`config.mk`:
```
export PLATFORM = sky130hd
export DESIGN_NAME = dnhm_top
export DESIGN_NICKNAME = d
export VERILOG_FILES = /design/src/dnhm_top.v
export VERILOG_INCLUDE_DIRS = /design/src
export SDC_FILE = /design/constraint.sdc
export NUM_CORES = 2
export LEC_CHECK = 0
export BUFFER_PORTS_ARGS = -buffer_cell sky130_fd_sc_hd__buf_2
export CORE_MARGIN = 5
export CORE_UTILIZATION = 61
export DETAILED_ROUTE_END_ITERATION = 12
export GPL_TIMING_DRIVEN = 0
export PLACE_DENSITY_LB_ADDON = 0.15
export SYNTH_ARGS = -nofsm -noshare
export SYNTH_HDL_FRONTEND = slang
export SYNTH_SLANG_ARGS = --single-unit
export TNS_END_PERCENT = 50
```
`constraint.sdc`:
```
create_clock -name clk_i -period 6.7 [get_ports clk_i]
set_input_delay 0.67 -clock clk_i [delete_from_list [all_inputs] [get_ports clk_i]]
set_output_delay 0.67 -clock clk_i [all_outputs]
set_load 0.01 [all_outputs]
```
`src/dnhm_defs.vh`:
```
// Constants for the hopping NCO down-converter front end.
// Assumes a 20 MHz device clock and a plain one-cycle register port.
`ifndef DNHM_DEFS_VH
`define DNHM_DEFS_VH

// ****************************************************************
// Register offsets (word addresses on the 6-bit register port)
// ****************************************************************
`define DNHM_ADDR_CTRL 6'h00
`define DNHM_ADDR_RDIV 6'h01
`define DNHM_ADDR_STATUS 6'h02
`define DNHM_ADDR_TW_BASE 3'h2
`define DNHM_ADDR_PH_BASE 3'h3

// ****************************************************************
// Control register fields
// ****************************************************************
`define DNHM_CTRL_DDC_EN 0
`define DNHM_CTRL_SRC 1
`define DNHM_CTRL_BIND_B 2
`define DNHM_CTRL_SEL_A_LO 4
`define DNHM_CTRL_SEL_B_LO 6

// ****************************************************************
// Reset values
// ****************************************************************
`define DNHM_RST_CTRL 8'h00
`define DNHM_RST_RDIV 16'h0000
`define DNHM_RST_TW 32'h0000_0000
`define DNHM_RST_PH 16'h0000

// ****************************************************************
// Timing counts, in device clock cycles, and the divider shift in bits
// ****************************************************************
`define DNHM_SMP_DLY 35
`define DNHM_HOP_DLY 31
`define DNHM_RDIV_SHIFT 6

`endif

```
`src/dnhm_top.v`:
```
// Hopping NCO bank and complex mixer for both down-conversion channels.
// Assumes samples arrive every clock from logic on clk_i, hop pins are
// asynchronous, and software uses a plain one-cycle register port.
//
// Operation
// - Each sample goes either straight out (bypass) or through the mixer path.
// - Channel B mirrors A; its input follows the binding bit, its NCO its own pins or field.
// - Each NCO runs from a 32-bit tuning word and its exponential multiplies the real sample.
// - Each channel has four oscillators, each with own tuning word, phase offset and accumulator.
// - All accumulators advance every clock, selected or not.
// - A hop follows any change of the asynchronous hop pins, with no sample alignment.
// - Hop pin to mixer takes about 36 to 40 cycles and sample to mixer about 36 cycles.
// - Source control 1 picks the oscillator by pins, 0 (reset) by the register field.
// - Codes 00 to 11 of the active source pick oscillators 0 to 3; the other source is ignored.
// - Each accumulator takes its own tuning word (rational option) and its own phase offset.
// - Divider zero is basic mode: the accumulator adds the tuning word modulo 2^32 each clock.
// - Rewriting a tuning word live may leave phase undefined; software resynchronizes if needed.
// - The 16-bit phase offset is left-justified into 32 bits and added to the phase.
`timescale 1ns/1ns
`include "dnhm_defs.vh"

module dnhm_top (
  input wire clk_i, // Device clock, 20 MHz
  input wire rst_b_i, // Synchronous reset, active low
  input wire [5:0] reg_addr_i, // Register word address
  input wire [31:0] reg_wdata_i, // Register write data
  input wire reg_wr_i, // Write strobe
  input wire reg_rd_i, // Read strobe
  output wire [31:0] reg_rdata_o, // Read data, cycle after strobe
  input wire [11:0] adc_a_i, // Converter sample channel A
  input wire [11:0] adc_b_i, // Converter sample channel B
  input wire [1:0] hop_pins_a_i, // Async hop pins channel A
  input wire [1:0] hop_pins_b_i, // Async hop pins channel B
  output wire [15:0] i_a_o, // In-phase out channel A
  output wire [15:0] q_a_o, // Quadrature out channel A
  output wire [15:0] i_b_o, // In-phase out channel B
  output wire [15:0] q_b_o // Quadrature out channel B
);

  // ****************************************************************
  // Sine table helpers
  // ****************************************************************

  // Quarter-wave sine, 16 steps per quarter, full scale 0x7FFF
  function [15:0] dnhm_qsin;
    input [4:0] k;
    begin
      case (k)
        5'h00: dnhm_qsin = 16'h0000;
        5'h01: dnhm_qsin = 16'h0C8C;
        5'h02: dnhm_qsin = 16'h18F9;
        5'h03: dnhm_qsin = 16'h2528;
        5'h04: dnhm_qsin = 16'h30FB;
        5'h05: dnhm_qsin = 16'h3C56;
        5'h06: dnhm_qsin = 16'h471C;
        5'h07: dnhm_qsin = 16'h5133;
        5'h08: dnhm_qsin = 16'h5A82;
        5'h09: dnhm_qsin = 16'h62F1;
        5'h0A: dnhm_qsin = 16'h6A6D;
        5'h0B: dnhm_qsin = 16'h70E2;
        5'h0C: dnhm_qsin = 16'h7641;
        5'h0D: dnhm_qsin = 16'h7A7C;
        5'h0E: dnhm_qsin = 16'h7D89;
        5'h0F: dnhm_qsin = 16'h7F61;
        default: dnhm_qsin = 16'h7FFF;
      endcase
    end
  endfunction

  // Full-circle sine of a 6-bit phase by quadrant symmetry
  function [15:0] dnhm_sin;
    input [5:0] p;
    reg [15:0] mag;
    begin
      mag = 16'h0000;
      if (p[4]) begin
        mag = dnhm_qsin(5'h10 - {1'b0, p[3:0]});
      end else begin
        mag = dnhm_qsin({1'b0, p[3:0]});
      end
      if (p[5]) begin
        dnhm_sin = 16'h0000 - mag;
      end else begin
        dnhm_sin = mag;
      end
    end
  endfunction

  // ****************************************************************
  // Register file
  // ****************************************************************
  reg [7:0] ctrl_ff;
  reg [15:0] rdiv_ff;
  reg [31:0] tw_ff [0:7];
  reg [15:0] ph_ff [0:7];
  reg [31:0] rdata_ff;
  reg [31:0] nxt_rdata;
  reg [3:0] hop_s1_ff;
  reg [3:0] hop_s2_ff;
  integer r;

  wire ddc_en = ctrl_ff[`DNHM_CTRL_DDC_EN];
  wire select_source_ctrl = ctrl_ff[`DNHM_CTRL_SRC];
  wire chan_b_input_binding = ctrl_ff[`DNHM_CTRL_BIND_B];
  wire [1:0] osc_select_reg_a = ctrl_ff[`DNHM_CTRL_SEL_A_LO +: 2];
  wire [1:0] osc_select_reg_b = ctrl_ff[`DNHM_CTRL_SEL_B_LO +: 2];
  wire [3:0] sel_eff;

  // Register writes; tuning words apply at once, phase may jump
  always @(posedge clk_i) begin
    if (!rst_b_i) begin
      ctrl_ff <= `DNHM_RST_CTRL;
      rdiv_ff <= `DNHM_RST_RDIV;
      for (r = 0; r < 8; r = r + 1) begin
        tw_ff[r] <= `DNHM_RST_TW;
        ph_ff[r] <= `DNHM_RST_PH;
      end
    end else if (reg_wr_i) begin
      if (reg_addr_i == `DNHM_ADDR_CTRL) begin
        ctrl_ff <= reg_wdata_i[7:0];
      end
      if (reg_addr_i == `DNHM_ADDR_RDIV) begin
        rdiv_ff <= reg_wdata_i[15:0];
      end
      if (reg_addr_i[5:3] == `DNHM_ADDR_TW_BASE) begin
        tw_ff[reg_addr_i[2:0]] <= reg_wdata_i;
      end
      if (reg_addr_i[5:3] == `DNHM_ADDR_PH_BASE) begin
        ph_ff[reg_addr_i[2:0]] <= reg_wdata_i[15:0];
      end
    end
  end

  // Read mux; unmapped words read zero
  always @* begin
    nxt_rdata = 32'h0000_0000;
    if (reg_rd_i) begin
      if (reg_addr_i == `DNHM_ADDR_CTRL) begin
        nxt_rdata = {24'h00_0000, ctrl_ff};
      end else if (reg_addr_i == `DNHM_ADDR_RDIV) begin
        nxt_rdata = {16'h0000, rdiv_ff};
      end else if (reg_addr_i == `DNHM_ADDR_STATUS) begin
        nxt_rdata = {24'h00_0000, hop_s2_ff, sel_eff};
      end else if (reg_addr_i[5:3] == `DNHM_ADDR_TW_BASE) begin
        nxt_rdata = tw_ff[reg_addr_i[2:0]];
      end else if (reg_addr_i[5:3] == `DNHM_ADDR_PH_BASE) begin
        nxt_rdata = {16'h0000, ph_ff[reg_addr_i[2:0]]};
      end
    end
  end

  // Read data stands only in the cycle after the strobe
  always @(posedge clk_i) begin
    if (!rst_b_i) begin
      rdata_ff <= 32'h0000_0000;
    end else begin
      rdata_ff <= nxt_rdata;
    end
  end

  assign reg_rdata_o = rdata_ff;

  // ****************************************************************
  // Hop pin synchroniser and oscillator selection
  // ****************************************************************

  // Two flops on the asynchronous pins; any change is a hop
  always @(posedge clk_i) begin
    if (!rst_b_i) begin
      hop_s1_ff <= 4'h0;
      hop_s2_ff <= 4'h0;
    end else begin
      hop_s1_ff <= {hop_pins_b_i, hop_pins_a_i};
      hop_s2_ff <= hop_s1_ff;
    end
  end

  // Active source picks the index, other source ignored
  assign sel_eff = select_source_ctrl ? hop_s2_ff :
                   {osc_select_reg_b, osc_select_reg_a};

  // ****************************************************************
  // Phase accumulators
  // ****************************************************************
  reg [31:0] acc_ff [0:7];
  reg [21:0] rcnt_ff;
  wire rational = (rdiv_ff != `DNHM_RST_RDIV);
  wire [21:0] rlimit = {rdiv_ff, {`DNHM_RDIV_SHIFT{1'b0}}} - 22'h000001;
  wire rwrap = rational && (rcnt_ff == rlimit);
  integer a;

  // Rational period counter: 64 * divider clocks per step period
  always @(posedge clk_i) begin
    if (!rst_b_i) begin
      rcnt_ff <= 22'h000000;
    end else if (!rational || rwrap) begin
      rcnt_ff <= 22'h000000;
    end else begin
      rcnt_ff <= rcnt_ff + 22'h000001;
    end
  end

  // All eight accumulators run every clock, selected or not
  always @(posedge clk_i) begin
    if (!rst_b_i) begin
      for (a = 0; a < 8; a = a + 1) begin
        acc_ff[a] <= 32'h0000_0000;
      end
    end else begin
      for (a = 0; a < 8; a = a + 1) begin
        if (rwrap) begin
          acc_ff[a] <= 32'h0000_0000;
        end else begin
          acc_ff[a] <= acc_ff[a] + tw_ff[a];
        end
      end
    end
  end

  // ****************************************************************
  // Per-channel delay lines and mixer
  // ****************************************************************
  wire [15:0] i_out [0:1];
  wire [15:0] q_out [0:1];

  genvar ch;
  generate
    for (ch = 0; ch < 2; ch = ch + 1) begin : g_chan
      localparam [0:0] CH = (ch == 1) ? 1'b1 : 1'b0;
      reg [11:0] smp_dly_ff [0:`DNHM_SMP_DLY-1];
      reg [1:0] sel_dly_ff [0:`DNHM_HOP_DLY-1];
      reg [31:0] phase_ff;
      reg [15:0] cos_ff;
      reg [15:0] sin_ff;
      reg [15:0] i_ff;
      reg [15:0] q_ff;
      wire [11:0] smp_src;
      wire [11:0] smp_al = smp_dly_ff[`DNHM_SMP_DLY-1];
      wire [1:0] sel_al = sel_dly_ff[`DNHM_HOP_DLY-1];
      wire signed [27:0] prod_i = $signed(smp_al) * $signed(cos_ff);
      wire signed [27:0] prod_q = $signed(smp_al) * $signed(sin_ff);
      integer k;

      // Channel B input follows the binding bit
      if (ch == 0) begin : g_src_a
        assign smp_src = adc_a_i;
      end else begin : g_src_b
        assign smp_src = chan_b_input_binding ? adc_a_i : adc_b_i;
      end

      // Matched delay lines for sample and selection
      always @(posedge clk_i) begin
        if (!rst_b_i) begin
          for (k = 0; k < `DNHM_SMP_DLY; k = k + 1) begin
            smp_dly_ff[k] <= 12'h000;
          end
          for (k = 0; k < `DNHM_HOP_DLY; k = k + 1) begin
            sel_dly_ff[k] <= 2'h0;
          end
        end else begin
          smp_dly_ff[0] <= smp_src;
          for (k = 1; k < `DNHM_SMP_DLY; k = k + 1) begin
            smp_dly_ff[k] <= smp_dly_ff[k-1];
          end
          sel_dly_ff[0] <= sel_eff[ch*2 +: 2];
          for (k = 1; k < `DNHM_HOP_DLY; k = k + 1) begin
            sel_dly_ff[k] <= sel_dly_ff[k-1];
          end
        end
      end

      // Selected phase plus left-justified offset, then sine lookup
      always @(posedge clk_i) begin
        if (!rst_b_i) begin
          phase_ff <= 32'h0000_0000;
          cos_ff <= 16'h0000;
          sin_ff <= 16'h0000;
        end else begin
          phase_ff <= acc_ff[{CH, sel_al}] + {ph_ff[{CH, sel_al}], 16'h0000};
          cos_ff <= dnhm_sin(phase_ff[31:26] + 6'h10);
          sin_ff <= dnhm_sin(phase_ff[31:26]);
        end
      end

      // Mixer or bypass output stage
      always @(posedge clk_i) begin
        if (!rst_b_i) begin
          i_ff <= 16'h0000;
          q_ff <= 16'h0000;
        end else if (ddc_en) begin
          i_ff <= prod_i[26:11];
          q_ff <= prod_q[26:11];
        end else begin
          i_ff <= {smp_al, 4'h0};
          q_ff <= 16'h0000;
        end
      end

      assign i_out[ch] = i_ff;
      assign q_out[ch] = q_ff;
    end
  endgenerate

  // Output ports straight from the stage flops
  assign i_a_o = i_out[0];
  assign q_a_o = q_out[0];
  assign i_b_o = i_out[1];
  assign q_b_o = q_out[1];

endmodule // dnhm_top

```
==> reports/summary.txt <==
Status: finished with violations
Violated checks: capacitance limit, slew limit
Largest cells by area after synthesis: dfxtp_1 24%, edfxtp_1 19%, fa_1 14%
Switching Fraction: 0.305
FF+latch count, synth: 1860
Final hold violation count: 0
Hold crit path type: in -> reg
Synthesized area per cell: 10.3 um2
Total Routing Usage GR: 0.322
Routed WL: 284 mm
Pin count of the biggest net entering global routing: 22
Slew @ Worst Pin: 1.56 ns
Initial Util: 0.614
Worst Skew: 0.0950 ns
Placed cell count: 12600
Vias in the first global route: 73400
Setup WS post-layout: 0.122 ns
Place WS: -1.19 ns
Crit path kind: reg -> reg
Final Max Tran Viols: 32
Root buffer selected by CTS: clkbuf_16
Worst Hold Launch: adc_a_i[2]
Data required, critical path: 7.33 ns
Placed Area: 108000 um2
CTS tree: yes
Netlist cell types: 103
Area Overhead vs Synth: 11.7%
Worst vdd ir: 0.273 mV
Worst relative slew slack: -0.0419
Most area-hungry cell type in the Yosys netlist: dfxtp_1
DRC: 0
Final setup vio count: 0
Design Area, Final: 115000 um2
Core Area: 167000 um2
Gate power share: 0.201
Worst reg2reg path depth: 19
Wire per inst: 21.9 um
Mapped Cells: 9958
Hold path cells: 2
GRT overflow: 0
Clk_lat worst skew: 0.86 ns
DR iter-0 viols: 7592
R2R Path End: i_a_o[11]
ANT nets after route: 0
Share of synthesized registers carrying an async set or reset: 0
Static leakage: 49.8 nW
Reg area: 43700 um2
Routed vias: 73800
Proportion of layout cells with a drive suffix above 1: 0.0724
Area occupied by multi-input gates: 54800 um2
GP Congestion: 1.04
Seq/Total Area, Yosys: 0.425
Num CTS Buffers: 187
Total Nets Final: 11900
Number of fill cells in the layout: 12900
Post-Layout Cell Count: 13000
Flop pwr share: 0.431
Number of port buffers: 163
Clock sinks: 1860
Crit path max fanout: 10
Clock tree buffer depth: 3
Initial antenna violation count: 15
EDFF count, synth: 640
I/O Pins: 166
Detailed placement HPWL: 221 mm
CP startpoint: g_chan[0].smp_dly_ff[34][5]
Int Pwr: 20.8 mW
Endpoint class of the critical path: flop
Clock power frac: 0.368
PwrDens: 261 nW/um2
H-tree depth: 4
R2R setup slack: 0.12 ns
Post-DR vias/cell: 5.69
Die height: 420 um
Max Fclk: 152 MHz
Netlist Area Pre-Place: 103000 um2
Clock slew at reported path FFs: 0.06 ns
Die footprint: 177000 um2
Yosys Warn Count: 0
Hold EP: g_chan[0].smp_dly_ff[0][2]
Hold slack: 0.0598 ns
Critical path launch point type: flop
First-pass GRT wire length: 431 mm
Critical path arrival: 7.21 ns
Period utilization: 0.982
Die X: 420 um
MaxCap Viol Count: 6
Top_reg_cell synth: dfxtp_1
Top-area cell type share of the netlist area: 0.238
Design Power: 29.9 mW
Sw Pwr: 9.12 mW
DRT Pass-1 Iters: 8
Final worst path period need: 6.58 ns
Cell Rows: 150
RR Startpoint: g_chan[0].smp_dly_ff[34][5]
-- stage by stage --
step	setup TNS (ns)	util
final	0	0.686
after global routing	-0.0462	0.686
after CTS	0	0.685
after detailed placement	-9.79	0.644
after global placement	-139.21	0.641
after floorplan	0	-
-- kinds of logic (layout without fill, tap and decap cells) --
group           after synthesis  count (layout)  share of synthesized area
simple gates               3614            3614                      0.184
compound gates             1315            1315                     0.0855
mux                         116             116                     0.0188
fa+ha+maj                  1224            1224                      0.200
flops                      1860            1860                      0.425
other cells                   1             269                  0.0000365
xor+xnor                    395             395                     0.0338
buf+inv                    1433            1974                     0.0531
-- final cells by class --
cell class	instances	share of cell area
flip-flops and latches	1860	0.380
plain buffers	480	0.0176
well taps	2204	0.0240
repair buffers	195	0.0115
clock buffers	243	0.0452
diodes	13	0.000283
clock inverters	107	0.0125
multi-input cells	6920	0.477
inverters	949	0.0310
-- synthesized netlist by cell type, types with 19 or more instances --
cell type,number
a211oi_1,52
a21boi_0,19
a21o_1,120
a21oi_1,313
a221oi_1,35
a22o_1,24
a22oi_1,112
a31oi_1,61
and2_1,1574
and3_1,37
buf_1,25
buf_2,35
clkbuf_1,418
dfxtp_1,1220
edfxtp_1,640
fa_1,696
ha_1,528
inv_1,945
mux2i_1,43
mux4_2,60
nand2_1,771
nand2b_1,85
nand3_1,93
nand3b_1,21
nand4_1,53
nor2_1,669
nor2b_1,64
nor3_1,124
nor3b_1,19
nor4_1,21
o211ai_1,41
o21a_1,47
o21ai_0,229
o21bai_1,30
o22ai_1,44
o31ai_1,33
or2_2,20
or3_1,23
xnor2_1,204
xor2_1,190
-- critical path, cell delays in order, from the launching register on --
cell and delay (ns):
dfxtp_2 0.52, buf_2 0.40, nand2_1 0.12, fa_1 0.42, fa_1 0.45, fa_1 0.49, inv_1 0.05, fa_1 0.55
fa_1 0.42, ha_1 0.28, o21a_1 0.21, o211a_1 0.25, a2111oi_4 0.43, a21oi_2 0.16, a221o_1 0.43, a31o_2 0.29
a21o_1 0.22, a21oi_2 0.21, xor2_2 0.34, o21ai_2 0.14
-- sequential cells by signal (all words and copies together), names as in the netlist, 22 cells and up, named ones only --
signal,cells
reg_rdata_o,32
g_chan.sel_dly_ff,124
acc_ff,256
tw_ff,256
ph_ff,128
rcnt_ff,22
g_chan.sin_ff,32
g_chan.cos_ff,32
g_chan.smp_dly_ff,840
-- per-layer routing --
| metal | wire [um] | vias to the layer above | part of all wire | global-route usage |
|---|---|---|---|---|
| met2 | 128000 | 3638 | 0.45 | 0.508 |
| met5 | 50 | - | 0.00018 | 0 |
| li1 | - | 33800 | - | - |
| met3 | 27700 | 839 | 0.097 | 0.0748 |
| met1 | 110000 | 35500 | 0.39 | 0.412 |
| met4 | 19100 | 8 | 0.067 | 0.181 |
-- layout by cell type, fill, tap and decap left out, types with 56 or more instances in the layout --
cell	n
a21o_1	120
a21oi_1	310
a22oi_1	112
a31oi_1	59
and2_1	1574
buf_2	200
clkbuf_1	376
clkbuf_16	190
clkbuf_2	56
conb_1	256
dfxtp_1	1203
edfxtp_1	640
fa_1	696
ha_1	528
inv_1	945
mux4_2	60
nand2_1	771
nand2b_1	85
nand3_1	93
nor2_1	668
nor2b_1	64
nor3_1	124
o21ai_0	212
xnor2_1	203
xor2_1	188
-- how the worst max path moves through the flow --
| stage | cells after the start | slack (ns) | end |
|---|---|---|---|
| CTS | 22 | 0.005 | i_a_o[11] |
| global route | 19 | -0.02 | i_a_o[11] |
| global placement | 22 | -1.08 | i_a_o[11] |
| detailed placement | 22 | -1.19 | i_a_o[11] |
| floorplan | 22 | 0.82 | i_a_o[14] |
| finish | 19 | 0.12 | i_a_o[11] |
-- repair_timing --
| action | CTS | global route |
|---|---|---|
| pin swaps | 1 | 6 |
| cloned | 0 | 0 |
| endpoints found under the setup margin | 20 | 10 |
| gates resized for setup | 67 | 91 |
| setup buffers | 0 | 2 |
| hold endpoints to repair | 12 | 0 |
| hold buffers | 12 | 0 |
-- power groups by stage --
stage | registers [mW] | logic [mW] | clock network, mW
finish | 12.9 | 6.01 | 11.0
global route | 12.9 | 6.53 | 11.6
CTS | 12.9 | 5.84 | 11.1
detailed placement | 13.1 | 5.79 | 0
global placement | 13.1 | 5.64 | 0
floorplan | 12.9 | 4.19 | 0
No activity file was read; power rests on OpenSTA's default activity.
